===== config.mk =====
export PLATFORM = sky130hd
export DESIGN_NAME = fpsr_ctrl
export DESIGN_NICKNAME = d
export VERILOG_FILES = /design/src/fpsr_pkg.sv /design/src/fpsr_ctrl.sv /design/src/fpsr_latency.sv /design/src/fpsr_protect.sv
export VERILOG_INCLUDE_DIRS = /design/src
export SDC_FILE = /design/constraint.sdc
export NUM_CORES = 1
export LEC_CHECK = 0
export BUFFER_PORTS_ARGS = -buffer_cell sky130_fd_sc_hd__buf_2
export CAP_MARGIN = 40
export CELL_PAD_IN_SITES_DETAIL_PLACEMENT = 0
export CELL_PAD_IN_SITES_GLOBAL_PLACEMENT = 1
export CORE_MARGIN = 4
export CORE_UTILIZATION = 36
export DETAILED_ROUTE_END_ITERATION = 10
export HOLD_SLACK_MARGIN = 0.15
export PLACE_DENSITY = 0.89
export SLEW_MARGIN = 20
export SYNTH_ARGS = -nofsm -noshare
export SYNTH_HDL_FRONTEND = slang
export SYNTH_SLANG_ARGS = --single-unit

===== constraint.sdc =====
create_clock -name sys_clk_i -period 5.4 [get_ports sys_clk_i]
set_input_delay 0.81 -clock sys_clk_i [delete_from_list [all_inputs] [get_ports sys_clk_i]]
set_output_delay 0.81 -clock sys_clk_i [all_outputs]
set_load 0.02 [all_outputs]

===== src/fpsr_cfg.svh =====
`ifndef FPSR_CFG_SVH
`define FPSR_CFG_SVH

// Opcodes handled directly by this block
`define FPSR_OP_GANG_LOCK   8'h7E
`define FPSR_OP_GANG_UNLOCK 8'h98
`define FPSR_OP_PROT_SEL    8'h68
`define FPSR_OP_WRITE_ENABLE_CMD        8'h06
`define FPSR_OP_WRITE_DISABLE_CMD        8'h04
`define FPSR_OP_SUSPEND     8'hB0
`define FPSR_OP_RESUME      8'h30
`define FPSR_OP_RST_ARM     8'h66
`define FPSR_OP_RST         8'h99
`define FPSR_OP_NOP         8'h00
`define FPSR_OP_CR2_RD      8'h71
`define FPSR_OP_CR2_WR      8'h72

// Address bits 31:30 selectors of the second configuration space
`define FPSR_CR2_SEL_LOW    2'h0
`define FPSR_CR2_SEL_MID    2'h1
`define FPSR_CR2_SEL_HIGH   2'h2

// Suspend status bit positions in the security byte
`define FPSR_SCUR_PSUSP_BIT 2
`define FPSR_SCUR_ESUSP_BIT 3

// Reset values
`define FPSR_DYN_RESET      1'b1
`define FPSR_WEL_RESET      1'b0

// Suspend latencies in ns, and in 10 ns clock cycles (rounded down)
`define FPSR_CLK_NS         10
`define FPSR_PSL_NS         20000
`define FPSR_ESL_NS         20000
`define FPSR_PSL_CYC        (`FPSR_PSL_NS / `FPSR_CLK_NS)
`define FPSR_ESL_CYC        (`FPSR_ESL_NS / `FPSR_CLK_NS)

`endif


===== src/fpsr_pkg.sv =====
package fpsr_pkg;

  // Operation engine states, Gray coded along run -> wait -> suspended
  typedef enum logic [1:0] {
    FPSR_IDLE = 2'b00,
    FPSR_RUN  = 2'b01,
    FPSR_SWAIT = 2'b11,
    FPSR_SUSP = 2'b10
  } fpsr_state_t;

endpackage


===== src/fpsr_ctrl.sv =====
`timescale 1ns/1ps
`default_nettype none
`include "fpsr_cfg.svh"

// Behaviour
// Gang commands need protect-select mode first
// Gang lock sets, unlock clears dynamic bits
// Host sends write enable before gang command
// Gang opcodes 7Eh/98h, opcode only
// Gang command off byte boundary is rejected
// Sector writable only if both bits zero
// Suspended reads blocked in suspended page/sector
// Security bit 2/3 show program/erase suspend
// Resume clears the matching suspend flag
// Entering suspend clears latch, sets flag
// Host waits suspend latency before late commands
// Late command set accepted after suspend latency
// Free command set accepted anytime in suspend
// Config2 write: 00/10 accepted, 01 refused
// Resume sets latch and busy, clears flag
// Resumed operation runs to done or suspend
// Host waits resume-to-suspend latency
// Host waits program/erase time after resume
// Operation finish clears latch and busy
// No-operation only cancels armed reset
// Arm then reset restores defaults, aborts operation
// Any other command cancels armed reset
// Suspend with no operation is ignored
module fpsr_ctrl
  import fpsr_pkg::*;
#(
  parameter int SECTORS   = 16,        // Sectors with protection bits
  parameter int SW        = 4,         // Sector index width
  parameter int PAGE_LSB  = 8,         // Page boundary bit
  parameter int SECT_LSB  = 12,        // Sector boundary bit
  parameter int LW        = 16,        // Latency counter width
  parameter int PSL_CYC   = `FPSR_PSL_CYC,
  parameter int ESL_CYC   = `FPSR_ESL_CYC
) (
  input  wire logic               sys_clk_i,      // System clock, 100 MHz
  input  wire logic               rst_i,          // Sync reset, active high
  input  wire logic               cmd_valid_i,    // Command ended by chip select
  input  wire logic [7:0]         cmd_opcode_i,   // Command opcode
  input  wire logic [31:0]        cmd_addr_i,     // Command address
  input  wire logic               cmd_aligned_i,  // Select rose on byte boundary
  input  wire logic               op_start_i,     // Program/erase launched
  input  wire logic               op_erase_i,     // Launched op is an erase
  input  wire logic [31:0]        op_addr_i,      // Launched op address
  input  wire logic               op_done_i,      // Array engine finished
  input  wire logic [31:0]        rd_addr_i,      // Array read address
  input  wire logic [SECTORS-1:0] solid_bits_i,   // Solid protect bits
  input  wire logic [SW-1:0]      sector_sel_i,   // Sector to query
  output logic                    cmd_accept_o,   // Command accepted pulse
  output logic                    cmd_reject_o,   // Command refused pulse
  output logic                    wel_o,          // Write enable latch
  output logic                    wip_o,          // Write in progress
  output logic [7:0]              scur_o,         // Security status byte
  output logic                    op_run_o,       // Array engine may run
  output logic                    op_abort_o,     // Abort pulse to engine
  output logic                    soft_rst_o,     // Restore defaults pulse
  output logic                    prot_mode_o,    // Protect-select active
  output logic                    rd_block_o,     // Read address blocked
  output logic                    writable_o,     // Queried sector writable
  output logic [SECTORS-1:0]      dyn_bits_o      // Dynamic protect bits
);

  import fpsr_pkg::*;

  fpsr_state_t state_r;       // Operation engine state
  fpsr_state_t state_nxt;     // Next engine state
  logic        wel_r;         // Write enable latch
  logic        wip_r;         // Write in progress
  logic        psusp_r;       // Program suspended flag
  logic        esusp_r;       // Erase suspended flag
  logic        erase_r;       // Current op is an erase
  logic [31:0] op_addr_r;     // Current op address
  logic        armed_r;       // Reset armed
  logic        prot_mode_r;   // Protect-select executed
  logic        free_cmd;      // Allowed anytime in suspend
  logic        late_cmd;      // Allowed after suspend latency
  logic        ok;            // Command allowed in this state
  logic        go;            // Command taken this cycle
  logic        gang_cmd;      // Opcode is a gang command
  logic        do_reset;      // Software reset fires
  logic        do_lock;       // Gang lock fires
  logic        do_unlock;     // Gang unlock fires
  logic        lat_load;      // Start suspend latency
  logic        lat_done;      // Suspend latency over
  logic [LW-1:0] lat_cnt;     // Latency to load
  logic        prot_wr;       // Protect module writable answer

  // Command classes for the suspended state
  always_comb
  begin
    free_cmd = 1'b0;
    late_cmd = 1'b0;
    unique case (cmd_opcode_i)
      8'h04, 8'h05, 8'h15, 8'h2B, 8'hAB,
      8'h66, 8'h99, 8'h00:
        free_cmd = 1'b1;
      `FPSR_OP_CR2_RD:
      begin
        free_cmd = (cmd_addr_i[31:30] == `FPSR_CR2_SEL_HIGH);
        late_cmd = (cmd_addr_i[31:30] == `FPSR_CR2_SEL_LOW) ||
                   (cmd_addr_i[31:30] == `FPSR_CR2_SEL_MID);
      end
      `FPSR_OP_CR2_WR:
      begin
        // Selector 01 falls in neither class and is refused
        free_cmd = (cmd_addr_i[31:30] == `FPSR_CR2_SEL_HIGH);
        late_cmd = (cmd_addr_i[31:30] == `FPSR_CR2_SEL_LOW);
      end
      8'h03, 8'h13, 8'h0B, 8'h0C, 8'hEC, 8'hEE, 8'h5A,
      8'h9F, 8'hC0, 8'hB1, 8'hC1, 8'h06, 8'h30, 8'h2D,
      8'hE2, 8'h16, 8'hE0:
        late_cmd = 1'b1;
      default:
      begin
        free_cmd = 1'b0;
        late_cmd = 1'b0;
      end
    endcase
  end

  // Acceptance per engine state
  always_comb
  begin
    gang_cmd = (cmd_opcode_i == `FPSR_OP_GANG_LOCK) ||
               (cmd_opcode_i == `FPSR_OP_GANG_UNLOCK);
    unique case (state_r)
      FPSR_IDLE:
        // Suspend and resume mean nothing with no operation
        ok = (cmd_opcode_i != `FPSR_OP_SUSPEND) &&
             (cmd_opcode_i != `FPSR_OP_RESUME);
      FPSR_RUN:
        ok = free_cmd || (cmd_opcode_i == `FPSR_OP_SUSPEND);
      FPSR_SWAIT:
        ok = free_cmd;
      FPSR_SUSP:
        ok = free_cmd || late_cmd;
    endcase
    // Gang needs select mode, a set latch and a clean byte boundary
    if (gang_cmd && !(prot_mode_r && wel_r && cmd_aligned_i))
      ok = 1'b0;
    go        = cmd_valid_i && ok;
    do_reset  = go && armed_r && (cmd_opcode_i == `FPSR_OP_RST);
    do_lock   = go && (cmd_opcode_i == `FPSR_OP_GANG_LOCK);
    do_unlock = go && (cmd_opcode_i == `FPSR_OP_GANG_UNLOCK);
    lat_load  = go && (state_r == FPSR_RUN) && !op_done_i &&
                (cmd_opcode_i == `FPSR_OP_SUSPEND);
    lat_cnt   = erase_r ? LW'(ESL_CYC) : LW'(PSL_CYC);
  end

  // Engine state; reset first, then completion, then commands
  always_comb
  begin
    state_nxt = state_r;
    if (do_reset)
      state_nxt = FPSR_IDLE;
    else if (op_done_i && (state_r == FPSR_RUN || state_r == FPSR_SWAIT))
      state_nxt = FPSR_IDLE;
    else if (state_r == FPSR_IDLE && op_start_i)
      state_nxt = FPSR_RUN;
    else if (lat_load)
      state_nxt = FPSR_SWAIT;
    else if (state_r == FPSR_SWAIT && lat_done)
      state_nxt = FPSR_SUSP;
    else if (go && state_r == FPSR_SUSP &&
             cmd_opcode_i == `FPSR_OP_RESUME)
      state_nxt = FPSR_RUN;
  end

  always_ff @(posedge sys_clk_i)
  begin
    if (rst_i)
      state_r <= FPSR_IDLE;
    else
      state_r <= state_nxt;
  end

  // Operation capture for region blocking and latency choice
  always_ff @(posedge sys_clk_i)
  begin
    if (rst_i)
    begin
      erase_r   <= 1'b0;
      op_addr_r <= 32'h0000_0000;
    end
    else if (state_r == FPSR_IDLE && op_start_i)
    begin
      erase_r   <= op_erase_i;
      op_addr_r <= op_addr_i;
    end
  end

  // Write enable latch
  always_ff @(posedge sys_clk_i)
  begin
    if (rst_i || do_reset)
      wel_r <= `FPSR_WEL_RESET;
    else if (op_done_i && state_r != FPSR_IDLE && state_r != FPSR_SUSP)
      wel_r <= 1'b0;
    else if (state_r == FPSR_SWAIT && lat_done)
      wel_r <= 1'b0;
    else if (go && state_r == FPSR_SUSP && cmd_opcode_i == `FPSR_OP_RESUME)
      wel_r <= 1'b1;
    else if (do_lock || do_unlock)
      wel_r <= 1'b0;
    else if (go && cmd_opcode_i == `FPSR_OP_PROT_SEL && wel_r)
      wel_r <= 1'b0;
    else if (go && cmd_opcode_i == `FPSR_OP_WRITE_ENABLE_CMD)
      wel_r <= 1'b1;
    else if (go && cmd_opcode_i == `FPSR_OP_WRITE_DISABLE_CMD)
      wel_r <= 1'b0;
  end

  // Write in progress tracks the engine, suspended time included
  always_ff @(posedge sys_clk_i)
  begin
    if (rst_i || do_reset)
      wip_r <= 1'b0;
    else if (state_nxt == FPSR_IDLE)
      wip_r <= 1'b0;
    else if (state_r == FPSR_SUSP && state_nxt == FPSR_RUN)
      wip_r <= 1'b1;
    else if (state_r == FPSR_IDLE && op_start_i)
      wip_r <= 1'b1;
  end

  // Suspend flags, set only once the latency has elapsed
  always_ff @(posedge sys_clk_i)
  begin
    if (rst_i || do_reset)
    begin
      psusp_r <= 1'b0;
      esusp_r <= 1'b0;
    end
    else if (state_r == FPSR_SWAIT && state_nxt == FPSR_SUSP)
    begin
      psusp_r <= !erase_r;
      esusp_r <= erase_r;
    end
    else if (state_r == FPSR_SUSP && state_nxt == FPSR_RUN)
    begin
      psusp_r <= 1'b0;
      esusp_r <= 1'b0;
    end
  end

  // Reset arming; any other command, no-op included, disarms
  always_ff @(posedge sys_clk_i)
  begin
    if (rst_i)
      armed_r <= 1'b0;
    else if (cmd_valid_i)
      armed_r <= go && (cmd_opcode_i == `FPSR_OP_RST_ARM);
  end

  // Protect-select mode; kept across software reset as it is nonvolatile
  always_ff @(posedge sys_clk_i)
  begin
    if (rst_i)
      prot_mode_r <= 1'b0;
    else if (go && cmd_opcode_i == `FPSR_OP_PROT_SEL && wel_r)
      prot_mode_r <= 1'b1;
  end

  // Command handshake pulses
  always_ff @(posedge sys_clk_i)
  begin
    if (rst_i)
    begin
      cmd_accept_o <= 1'b0;
      cmd_reject_o <= 1'b0;
    end
    else
    begin
      cmd_accept_o <= go;
      cmd_reject_o <= cmd_valid_i && !ok;
    end
  end

  // Engine controls; abort only when an operation is live
  always_ff @(posedge sys_clk_i)
  begin
    if (rst_i)
    begin
      op_run_o   <= 1'b0;
      op_abort_o <= 1'b0;
      soft_rst_o <= 1'b0;
    end
    else
    begin
      op_run_o   <= (state_nxt == FPSR_RUN) || (state_nxt == FPSR_SWAIT);
      op_abort_o <= do_reset && (state_r != FPSR_IDLE);
      soft_rst_o <= do_reset;
    end
  end

  // Reads hitting the suspended page or sector are blocked
  always_ff @(posedge sys_clk_i)
  begin
    if (rst_i)
      rd_block_o <= 1'b0;
    else if (state_r != FPSR_SUSP)
      rd_block_o <= 1'b0;
    else if (erase_r)
      rd_block_o <= (rd_addr_i[31:SECT_LSB] == op_addr_r[31:SECT_LSB]);
    else
      rd_block_o <= (rd_addr_i[31:PAGE_LSB] == op_addr_r[31:PAGE_LSB]);
  end

  // Registered status outputs
  always_ff @(posedge sys_clk_i)
  begin
    if (rst_i)
    begin
      wel_o       <= `FPSR_WEL_RESET;
      wip_o       <= 1'b0;
      scur_o      <= 8'h00;
      prot_mode_o <= 1'b0;
      writable_o  <= 1'b0;
    end
    else
    begin
      wel_o       <= wel_r;
      wip_o       <= wip_r;
      scur_o      <= 8'h00;
      scur_o[`FPSR_SCUR_PSUSP_BIT] <= psusp_r;
      scur_o[`FPSR_SCUR_ESUSP_BIT] <= esusp_r;
      prot_mode_o <= prot_mode_r;
      writable_o  <= prot_wr;
    end
  end

  // Suspend latency timer; a reset or early finish drops it
  fpsr_latency #(
    .W (LW)
  ) u_lat (
    .sys_clk_i (sys_clk_i),
    .rst_i     (rst_i),
    .abort_i   (do_reset || op_done_i),
    .load_i    (lat_load),
    .count_i   (lat_cnt),
    .done_o    (lat_done)
  );

  // Dynamic protection array
  fpsr_protect #(
    .SECTORS (SECTORS),
    .SW      (SW)
  ) u_prot (
    .sys_clk_i  (sys_clk_i),
    .rst_i      (rst_i),
    .soft_rst_i (do_reset),
    .lock_i     (do_lock),
    .unlock_i   (do_unlock),
    .solid_i    (solid_bits_i),
    .sel_i      (sector_sel_i),
    .writable_o (prot_wr),
    .dyn_o      (dyn_bits_o)
  );

endmodule
`default_nettype wire


===== src/fpsr_latency.sv =====
`timescale 1ns/1ps
`default_nettype none

// Down counter: load a cycle count, pulse done when it expires
module fpsr_latency #(
  parameter int W = 16
) (
  input  wire logic         sys_clk_i,  // System clock
  input  wire logic         rst_i,      // Sync reset, active high
  input  wire logic         abort_i,    // Drop a running count
  input  wire logic         load_i,     // Start counting
  input  wire logic [W-1:0] count_i,    // Cycles to wait
  output logic              done_o      // One-cycle expiry pulse
);

  logic [W-1:0] cnt_r;   // Remaining cycles
  logic         busy_r;  // Count running

  // Counting; an abort wins so a reset never yields a late done
  always_ff @(posedge sys_clk_i)
  begin
    if (rst_i || abort_i)
    begin
      cnt_r  <= '0;
      busy_r <= 1'b0;
      done_o <= 1'b0;
    end
    else if (load_i)
    begin
      cnt_r  <= count_i;
      busy_r <= 1'b1;
      done_o <= 1'b0;
    end
    else if (busy_r)
    begin
      // Expiry at count one keeps the wait exactly count_i cycles
      done_o <= (cnt_r <= W'(1));
      busy_r <= (cnt_r > W'(1));
      cnt_r  <= cnt_r - W'(1);
    end
    else
    begin
      done_o <= 1'b0;
    end
  end

endmodule
`default_nettype wire


===== src/fpsr_protect.sv =====
`timescale 1ns/1ps
`default_nettype none
`include "fpsr_cfg.svh"

// Per-sector dynamic protection bits and combined writable state
module fpsr_protect #(
  parameter int SECTORS = 16,
  parameter int SW      = 4
) (
  input  wire logic               sys_clk_i,    // System clock
  input  wire logic               rst_i,        // Sync reset, active high
  input  wire logic               soft_rst_i,   // Software reset pulse
  input  wire logic               lock_i,       // Gang lock pulse
  input  wire logic               unlock_i,     // Gang unlock pulse
  input  wire logic [SECTORS-1:0] solid_i,      // Solid protect bits
  input  wire logic [SW-1:0]      sel_i,        // Sector queried
  output logic                    writable_o,   // Selected sector writable
  output logic [SECTORS-1:0]      dyn_o         // Dynamic protect bits
);

  logic [SECTORS-1:0] wr_vec;  // Writable per sector

  // One dynamic bit per sector; volatile, so protected after any reset
  for (genvar s = 0; s < SECTORS; s++)
  begin : g_sec
    always_ff @(posedge sys_clk_i)
    begin
      if (rst_i || soft_rst_i)
        dyn_o[s] <= `FPSR_DYN_RESET;
      else if (lock_i)
        dyn_o[s] <= 1'b1;
      else if (unlock_i)
        dyn_o[s] <= 1'b0;
    end
    // Writable only when both protection bits are clear
    assign wr_vec[s] = ~dyn_o[s] & ~solid_i[s];
  end

  assign writable_o = wr_vec[sel_i];

endmodule
`default_nettype wire


Word-level counts from Yosys, hierarchy flattened:

Index checks and enable logic that the tools add are counted.

* add/sub/neg operators: 1
* magnitude comparators: 3
* equality and inequality tests: 43
* multiplexer cells: 27
* bitwise logic cells: 34
* reductions and logical operators: 60

Operator list (count)
* $eq A8 B8 Y1 const B: 12
* $eq A8 B7 Y1 const B: 6
* $logic_and A1 B1 Y1: 28
* $eq A24 B24 Y1: 1
* $eq A8 B3 Y1 const B: 3
* $eq A8 B5 Y1 const B: 3
* $eq A8 B6 Y1 const B: 3
* $mux W11: 2
* $eq A20 B20 Y1: 1
* $not A1 Y1: 18
* $reduce_or A17 Y1: 1
* $and A1 B1 Y1: 16
* $eq A8 B4 Y1 const B: 2
* $gt A16 B1 Y1 const B: 1
* $le A16 B1 Y1 const B: 1
* $sub A16 B1 Y16 const B: 1
* $mux W1: 15
* $mux W2: 6
* $eq A2 B2 Y1 const B: 5
* $logic_or A1 B1 Y1: 10
* $reduce_or A2 Y1: 5
* $eq A8 B2 Y1 const B: 1
* $logic_not A8 Y1: 1
* $ne A8 B6 Y1 const B: 1
* other kinds (14): 25

* flip-flop bits (word level): 78

Longest topological paths before layout:

Gate-level depths: netlist (run 1).

* word-level depth: 19
* mapped depth: 12
* gate-level depth less buffers: 10

By module:

Synthesis (run 1) repeated with hierarchy kept, for this count alone.

* cell total of the unflattened synthesis: 489
* area, all modules: 4051.4 sq um

Modules (own cells, without submodules)
* fpsr_ctrl: times used 1, cells each 346, area each 2780.2 sq um, seq. area each 900.9 sq um
* fpsr_latency: times used 1, cells each 111, area each 970.9 sq um, seq. area each 360.3 sq um
* fpsr_protect: times used 1, cells each 32, area each 300.3 sq um, seq. area each 20.0 sq um

Worst setup path after synthesis (run 1):

No wires, ideal clock.

* path kind: in2reg
* from: input port cmd_opcode_i[6]
* to: register psusp_r
* setup time: 0.063 ns
* data arrival time: 3.060 ns
* data required time: 5.337 ns
* setup slack: 2.277 ns
* cell stages on the path: 9
* cell sequence: buf_4 and4b_1 o211ai_2 o311ai_1 o31a_1 o31a_1 a2111o_1 or4_1 nand3_1

* longest elaborated chain between the ends: 18

Ends and longest elaborated chain
* from (decl): line fpsr_ctrl.sv:43 `input wire logic [7:0] cmd_opcode_i,`
* $eq A8 B6 Y1 (tied with other cells): line fpsr_ctrl.sv:97 `unique case (cmd_opcode_i)`
* $reduce_or A17 Y1 (tied with other cells): line fpsr_ctrl.sv:97
* $pmux W1 S3 or $pmux W1 S2 (tied branches): line fpsr_ctrl.sv:97
* $logic_or A1 B1 Y1, on equally long branches: line fpsr_ctrl.sv:140, fpsr_ctrl.sv:136
* $pmux W1 S4: line fpsr_ctrl.sv:130 `unique case (state_r)`
* $mux W1: line fpsr_ctrl.sv:143 `if (gang_cmd && !(prot_mode_r && wel_r && cmd_aligned_i))`
* $logic_and A1 B1 Y1: line fpsr_ctrl.sv:145 `go = cmd_valid_i && ok;`
* $logic_and A1 B1 Y1: line fpsr_ctrl.sv:168 `else if (go && state_r == FPSR_SUSP &&`
* [2 not listed]
* $mux W2: line fpsr_ctrl.sv:166 `else if (state_r == FPSR_SWAIT && lat_done)`
* $mux W2: line fpsr_ctrl.sv:164 `else if (lat_load)`
* $mux W2: line fpsr_ctrl.sv:162 `else if (state_r == FPSR_IDLE && op_start_i)`
* $mux W2: line fpsr_ctrl.sv:160 `else if (op_done_i && (state_r == FPSR_RUN || state_r == FPSR_SWAIT))`
* $mux W2: line fpsr_ctrl.sv:158 `if (do_reset)`
* $eq A2 B2 Y1 or $eq A2 B1 Y1 (tied branches): line fpsr_ctrl.sv:238, fpsr_ctrl.sv:243
* $logic_and A1 B1 Y1, on equally long branches: line fpsr_ctrl.sv:238, fpsr_ctrl.sv:243
* $mux W1 or $reduce_bool A2 Y1 (tied branches)
* to (signal assigned): line fpsr_ctrl.sv:240 `psusp_r <= !erase_r;`
* to (decl): line fpsr_ctrl.sv:73 `logic psusp_r;`

Several ways; a longest one is shown, not always the timed one.
A chain may end at the register's enable or synchronous reset.

Final worst setup path (run 1):

* from: input port cmd_opcode_i[2]
* to: register u_lat.cnt_r[1]

* longest elaborated chain between the ends: 12

Ends and longest elaborated chain
* $eq A8 B6 Y1 (tied with other cells): line fpsr_ctrl.sv:97
* $reduce_or A17 Y1 (tied with other cells): line fpsr_ctrl.sv:97
* $pmux W1 S3 or $pmux W1 S2 (tied branches): line fpsr_ctrl.sv:97
* $logic_or A1 B1 Y1, on equally long branches: line fpsr_ctrl.sv:140, fpsr_ctrl.sv:136
* $pmux W1 S4: line fpsr_ctrl.sv:130
* $mux W1: line fpsr_ctrl.sv:143
* $logic_and A1 B1 Y1: line fpsr_ctrl.sv:145
* $logic_and A1 B1 Y1 (2 in series): line fpsr_ctrl.sv:146 `` do_reset = go && armed_r && (cmd_opcode_i == `FPSR_OP_RST); ``
* $logic_or A1 B1 Y1: line fpsr_ctrl.sv:342 `.abort_i (do_reset || op_done_i),`
* $logic_or A1 B1 Y1: line fpsr_latency.sv:22 `if (rst_i || abort_i)`
* $reduce_or A2 Y1 (no line) *
* to (signal assigned): line fpsr_latency.sv:30 `cnt_r <= count_i;`
* to (signal assigned): line fpsr_latency.sv:39 `cnt_r <= cnt_r - W'(1);`
* to (decl): line fpsr_latency.sv:16 `logic [W-1:0] cnt_r;`

Mark *: on every way between the ends. The rest lies on a longest branch, timed or not.

==> results of run 1 <==
-- report_power, final --
part	internal, µW	switching, µW
clock network	282	168
logic	70.1	82.4
registers	488	10.4
-- metal layers --
layer  global-route usage  vias up  share of wire
met5                    0        -              0
met4              0.03517        0         0.0089
met3              0.04919        9          0.080
met2               0.2567      109           0.47
met1               0.1945     1501           0.44
li1                     -     1665              -
-- cell type report --
class / instances / area share
multi-input combinational: 314 / 0.4646
sequential: 64 / 0.2948
timing repair buffer: 116 / 0.1422
tap: 133 / 0.03828
clock buffer: 12 / 0.03569
clock inverter: 3 / 0.01497
inverter: 11 / 0.009499
-- metrics by stage --
stage / util / cell area (µm²)
after floorplan: - / 3610
after global routing: 0.4468 / 4347
after global placement: 0.4190 / 4076
after CTS: 0.4447 / 4327
after detailed placement: 0.4221 / 4106
final: 0.4468 / 4347
-- registers in the layout (all words and copies together) (netlist names), 2 cells and up --
name	count
state_r	2
scur_o	2
op_addr_r	24
u_lat.cnt_r	16
-- cells in the final DEF, fill, tap and decap left out, drive strengths merged, types with 3 or more instances in the layout --
cell type	n
a211o	3
a21oi	38
a32oi	3
and3	4
buf	116
clkbuf	12
conb	6
dfxtp	64
ha	6
inv	11
mux4	5
nand2	60
nand3	8
nand4	10
nand4b	3
nor2	25
nor2b	12
nor3	14
nor3b	3
nor4	9
nor4b	3
nor4bb	4
o211ai	6
o21ai	8
o31ai	4
or3	4
or4	4
xnor2	25
xor2	14
-- worst paths after layout --
path	from	end	slack, ns
setup / recovery	cmd_opcode_i[2]	u_lat.cnt_r[1]$_SDFFE_PP0P_	2.09
hold / removal	op_addr_r[22]$_SDFFE_PP0P_	op_addr_r[22]$_SDFFE_PP0P_	0.47
setup reg to reg	state_r[0]$_SDFF_PP0_	u_lat.cnt_r[1]$_SDFFE_PP0P_	2.20
hold reg to reg	op_addr_r[22]$_SDFFE_PP0P_	op_addr_r[22]$_SDFFE_PP0P_	0.47
-- worst reg2reg max path: stages, from the launching register on --
cell	delay (ns)
dfxtp_1	0.36
inv_1	0.10
ha_1	0.25
inv_1	0.16
a31oi_1	0.18
o311ai_1	0.13
o31a_1	0.38
o31a_1	0.42
or3_1	0.47
nand2b_1	0.38
a211oi_1	0.29
-- logic make-up after synthesis --
family,synth area share
AO/OA/AOI/OAI,0.1502
XOR/XNOR,0.09512
adder cells (fa/ha/maj),0.02091
buffers and inverters,0.08606
flip-flops,0.3568
multiplexers,0.03136
other,0.001044
AND/OR/NAND/NOR,0.2585
==> metrics.md, run 1 <==
| Metric | Value |
|---|---|
| Run status | `completed` |
| Arr. time, crit path | `3.55 ns` |
| CP cell instances | `buf_2 > and4bb_1 > o211ai_2 > o211ai_1 > o31a_1 > o31a_1 > or3_1 > nand2b_1 > a211oi_1` |
| Yosys warns | `0` |
| VDD IR max | `about 0.12 mV` |
| Max-cap violations | `0` |
| Placement Setup Slack | `between 1.5 and 2 ns` |
| GR Overflow Total | `0` |
| Worst slew pin tran | `around 0.60 ns` |
| Vias in the first global route | `between 3000 and 4000` |
| Post-route antenna net violation count | `0` |
| Dpl hpwl | `~6600 µm` |
| Slowest CP cell | `or3_1` |
| Placed insts | `approximately 640` |
| Required @ worst endpoint | `around 5.6 ns` |
| CTS Buffer Depth | `2` |
| Clk slew on worst S/H paths | `0.06 ns` |
| Clock buffer count from CTS | `9` |
| # resized after CTS | `0` |
| PortBufs | `approximately 110` |
| Layout cells sized above 1 | `0.2750` |
| Commonest cells in the netlist | `64 x dfxtp_1, 60 x nand2_1, 37 x a21oi_1` |
| Cell accounting for the most synthesized area | `dfxtp_1` |
| Die footprint | `around 12000 µm²` |
| Yosys top cell area share | `0.3568` |
| Global placer's final weighted congestion | `0.8363` |
| CP bufs+invs | `1` |
| TritonCTS clock tree | `yes` |
| Max H-tree Level | `3` |
| Fin nets | `between 600 and 700` |
| Pins Over Slew Limit | `0` |
| #FFs+latches synth | `64` |
| Clk Latency, worst-skew pair | `about 0.33 ns` |
| Global-route wire length before repair | `approximately 15000 µm` |
| Core Footprint | `between 9000 and 10000 µm²` |
| Clk sinks | `64` |
| Post-CTS Setup Bufs | `0` |
| Part of the cycle the worst path needs | `0.6120` |
| ANT cells | `0` |
| Die Y | `roughly 110 µm` |
| Footprint of the multi-input gates | `just over 2000 µm²` |
| Post-synthesis cell type count | `57` |
| Hold Vio Cnt, Final | `0` |
| CP dominant cell by count | `o31a_1` |
| Register area share after synthesis | `0.3568` |
| CP endpoint kind | `flop` |
| Die W | `~110 µm` |
| Number of flops mapped to enable cells by yosys | `0` |
| Sequential cell area | `about 1300 µm²` |
| Cells after synthesis | `between 400 and 500` |
| Total Routing Usage GR | `0.1542` |
| Wire per inst | `~13 µm` |
| Vias/cell | `5.029` |
| Share of flip-flops with an asynchronous set or reset | `0` |
| Root buffer cell | `clkbuf_8` |
| Worst Hold Depth | `2` |
| Pin count of the biggest net entering global routing | `46` |
| Unrepaired setup endpoints after global routing | `no` |
| Final setup violation count | `0` |
| P_leak | `around 0.0018 µW` |
| Setup TNS | `0 ns` |
| Syn_area_per_cell | `roughly 8.4 µm²` |
| Peak Freq | `about 300 MHz` |
| Most used DFF post-synth | `dfxtp_1` |
| Slew HR | `0.5953` |
| Max incr delay on CP | `around 0.47 ns` |
| Area contributors post-synth | `dfxtp_1 36%, nand2_1 6.3%, xnor2_1 6.1%` |
| Filler Cells Inserted | `1001` |
| Routed Wire Length | `8791 µm` |
| I/O pins | `165` |
| Synthesized area | `between 3000 and 4000 µm²` |
| Fin cells | `653` |
| Fin crit period | `roughly 3.3 ns` |
| Standard-cell rows | `36` |
| Power Density | `about 250 nW/µm²` |
| Drt drc | `0` |
| Final Power | `between 1000 and 1500 µW` |
| Hold Slack | `around 0.47 ns` |
| Synth-to-Final Area Change | `21.05%` |
| Most numerous cell in the Yosys netlist | `dfxtp_1` |
| Drt initial violations | `150` |
| Worst r2r path cells | `10` |
| Worst hold-check path type | `flop to flop` |
| Startpoint types | `input pin` |
| Final Skew | `0.006241 ns` |
| Via count | `3284` |
| Initial antenna violation count | `0` |
| Critical path type | `input pin to flop` |
| CP top delay family | `compound AO/OA/AOI/OAI gates` |
| Initial DRT Pass Iterations | `5` |
| Total stage count of the critical path | `9` |
| Worst setup margin | `between 2 and 2.5 ns` |
| Crit-path max FO | `16` |
| Initial Utilization | `0.3691` |
| Hold_buf cts | `0` |
Note: power is estimated with default switching activity, not from simulation.
==> inputs of run 2 (changes only) <==
--- a/config.mk
+++ b/config.mk
@@ -11,10 +11,10 @@
 export CELL_PAD_IN_SITES_DETAIL_PLACEMENT = 0
 export CELL_PAD_IN_SITES_GLOBAL_PLACEMENT = 1
 export CORE_MARGIN = 4
-export CORE_UTILIZATION = 36
+export CORE_UTILIZATION = 30
 export DETAILED_ROUTE_END_ITERATION = 10
 export HOLD_SLACK_MARGIN = 0.15
-export PLACE_DENSITY = 0.89
+export PLACE_DENSITY = 0.79
 export SLEW_MARGIN = 20
 export SYNTH_ARGS = -nofsm -noshare
 export SYNTH_HDL_FRONTEND = slang
==> constraint.sdc (replaced) <==
create_clock -name sys_clk_i -period 2.8 [get_ports sys_clk_i]
set_input_delay 0.42 -clock sys_clk_i [delete_from_list [all_inputs] [get_ports sys_clk_i]]
set_output_delay 0.42 -clock sys_clk_i [all_outputs]
set_load 0.02 [all_outputs]
==> metrics.md, run 2 (synthesis results as in run 1) <==
| Metric | Value |
|---|---|
| Via count | `3401 (+3.6%)` |
| Die W | `117.4 µm (+8.8%)` |
| Comb pwr share | `0.134 (-0.004)` |
| Arr. time, crit path | `2.96 ns (-0.59 ns)` |
| Global placer's final weighted congestion | `0.8720 (+4.3%)` |
| Startpoint types | `flop` |
| Vias/cell | `4.804 (-4.5%)` |
| Die footprint | `13780 µm² (+18%)` |
| Commonest non-fill, non-tap cell in the layout | `buf_2` |
| Global-route wire length before repair | `15410 µm (+4.9%)` |
| Worst hold-check path type | `input pin to flop` |
| Required @ worst endpoint | `3.07 ns (-2.57 ns)` |
| Max H-tree Level | `3 (unchanged)` |
| Pins Over Slew Limit | `0 (unchanged)` |
| Dpl hpwl | `7377 µm (+12%)` |
| Area post-placement | `4454 µm² (+8.5%)` |
| Hold Vio Cnt, Final | `0 (unchanged)` |
| GR Overflow Total | `0 (unchanged)` |
| Clk sinks | `64 (unchanged)` |
| CTS Buffer Depth | `2 (unchanged)` |
| Drt initial violations | `116 (-23%)` |
| Total Routing Usage GR | `0.1333 (-0.02093)` |
| Unrepaired setup endpoints after global routing | `no` |
| Biggest register | `op_addr_r` |
| Slew HR | `0.5847 (-0.01061)` |
| Placed insts | `692 (+8.6%)` |
| Wire per inst | `13.37 µm (-0.67%)` |
| Hold Slack | `0.3268 ns (-0.1413 ns)` |
| Fin nets | `697 (+6.7%)` |
| TritonCTS clock tree | `yes` |
| Routed Wire Length | `9468 µm (+7.7%)` |
| Top flop regs | `op_addr_r: 24 flops, u_lat.cnt_r: 16 flops` |
| Critical R2R Launch | `state_r[0]$_SDFF_PP0_` |
| Final Util | `0.4165 (-0.03023)` |
| Final instance area | `4817 µm² (+11%)` |
| Initial Utilization | `0.3105 (-0.05858)` |
| Net Sw Power | `598.4 µW (+130%)` |
| Crit-path max FO | `5 (-11)` |
| Synth-to-Final Area Change | `34.15%` |
| Filler Cells Inserted | `1151 (+15%)` |
| Worst slew pin tran | `0.6172 ns (+0.01537 ns)` |
| Standard-cell rows | `39 (+8.3%)` |
| Initial DRT Pass Iterations | `4 (-1)` |
| Slowest CP cell | `or4_1` |
| Final Skew | `0.003389 ns (-0.002853 ns)` |
| Pin count of the biggest net entering global routing | `26 (-43%)` |
| Drt drc | `0 (unchanged)` |
| Clk slew on worst S/H paths | `0.06 ns (about the same)` |
| Power Density | `521.7 nW/µm² (+110%)` |
| Fin crit period | `2.689 ns` |
| Die Y | `117.4 µm (+8.8%)` |
| Vias in the first global route | `3376 (+4.9%)` |
| P_leak | `0.002074 µW (+14%)` |
| Clock Power Share | `0.484 (+0.075)` |
| Layout cells sized above 1 | `0.3469 (+0.07190)` |
| Max-cap violations | `0 (unchanged)` |
| Post-route antenna net violation count | `0 (unchanged)` |
| Clock buffer count from CTS | `9 (unchanged)` |
| Initial antenna violation count | `0 (unchanged)` |
| Hold path startpoint | `op_addr_i[22]` |
| PortBufs | `112 (unchanged)` |
| Fin cells | `708 (+8.4%)` |
| I/O pins | `165 (unchanged)` |
| Hold_buf cts | `0 (unchanged)` |
| Total internal power | `1914 µW (+130%)` |
| Critical path type | `flop to flop` |
| VDD IR max | `0.2932 mV (+140%)` |
| Peak Freq | `around 370 MHz` |
| ANT cells | `0 (unchanged)` |
| Part of the cycle the worst path needs | `0.9602` |
| Root buffer cell | `clkbuf_16` |
| CP cell instances | `inv_1 > ha_1 > inv_1 > a31oi_1 > o311ai_1 > o31a_1 > o31a_1 > a2111o_1 > or4_1 > nand3_1` |
| Clk Latency, worst-skew pair | `0.33 ns (about the same)` |
| Run status | `completed` |
| Max incr delay on CP | `0.48 ns (about the same)` |
| Setup crit start | `state_r[0]$_SDFF_PP0_` |
| Final setup violation count | `0 (unchanged)` |
| Flop pwr share | `0.382 (-0.071)` |
| Core Footprint | `11560 µm² (+19%)` |
| Commonest cells after routing, fill and taps aside | `112 x buf_2, 64 x dfxtp_1, 60 x nand2_1, 47 x buf_4, 37 x a21oi_1` |
| CP endpoint kind | `flop` |
| Max FFs per register | `24 (unchanged)` |
| Sw Ratio | `0.2381 (+0.0009944)` |
==> run 2: changes by cell type in the layout (fill, tap and decap cells not counted), moves of 2 or more <==
cell	delta
clkinv_4	+2
buf_4	+46
nor4bb_2	+2
nor4bb_1	-2
clkbuf_16	+9
clkbuf_8	-10
buf_8	-2
==> run 2: worst paths after layout <==
check | cells after the start | end | slack [ns]
max | 10 | psusp_r$_SDFFE_PP0P_ | 0.11
min | 3 | op_addr_r[22]$_SDFFE_PP0P_ | 0.33
min reg2reg | 2 | scur_o[2]$_SDFF_PP0_ | 0.46
max reg2reg | 10 | psusp_r$_SDFFE_PP0P_ | 0.11
==> run 2: worst max-delay path: cells and delay by family, from the launching register on <==
family | cells | cell delay [ns]
AOI/OAI and AO/OA | 5 | 1.43
adders and majority gates | 1 | 0.16
buffers and inverters | 2 | 0.14
and+or+nand+nor | 2 | 0.58
DFF | 1 | 0.31
==> run 2: through the flow <==
step / TNS, ns / total power (µW) / setup WS [ns]
4_1_cts: 0 / 2539 / 0.09839
6_report: 0 / 2513 / 0.1114
5_1_grt: 0 / 2626 / 0.01412
2_1_floorplan: 0 / 1167 / 0.06749
3_5_place_dp: -1.409 / 1313 / -0.2368
3_3_place_gp: -1.065 / 1306 / -0.2077
==> run 2: power by group through the flow <==
| stage | clock (µW) | combinational (µW) | sequential [µW] |
|---|---|---|---|
| after floorplan | 0 | 185 | 982 |
| after global placement | 0 | 327 | 978 |
| after detailed placement | 0 | 333 | 980 |
| after CTS | 1240 | 334 | 960 |
| after global routing | 1290 | 370 | 964 |
| final | 1220 | 336 | 961 |
==> run 2: per-layer routing <==
metal	vias up	GRT usage	wire, µm	share of wire
li1	1750	-	-	-
met1	1555	0.1657	4253	0.45
met2	88	0.2218	4500	0.48
met3	8	0.04860	638	0.067
met4	0	0.02933	76	0.0080
met5	-	0	0	0
==> run 2: repair_timing <==
item / 4_1_cts / 5_1_grt
endpoints found under the setup margin: 0 / 3
setup buffers: 0 / 0
endpoints found under the hold margin: 0 / 0
resized for setup: 0 / 7
==> run 2: final cells by class <==
cell class,count,area (µm²),share of cell area
Inverter,11,41.29,0.008571
Timing Repair Buffer,160,933.4,0.1938
Clock inverter,6,91.34,0.01896
Sequential cell,64,1281,0.2660
Multi-Input combinational cell,314,2052,0.4260
Clock buffer,10,239.0,0.04961
Tap cell,143,178.9,0.03714
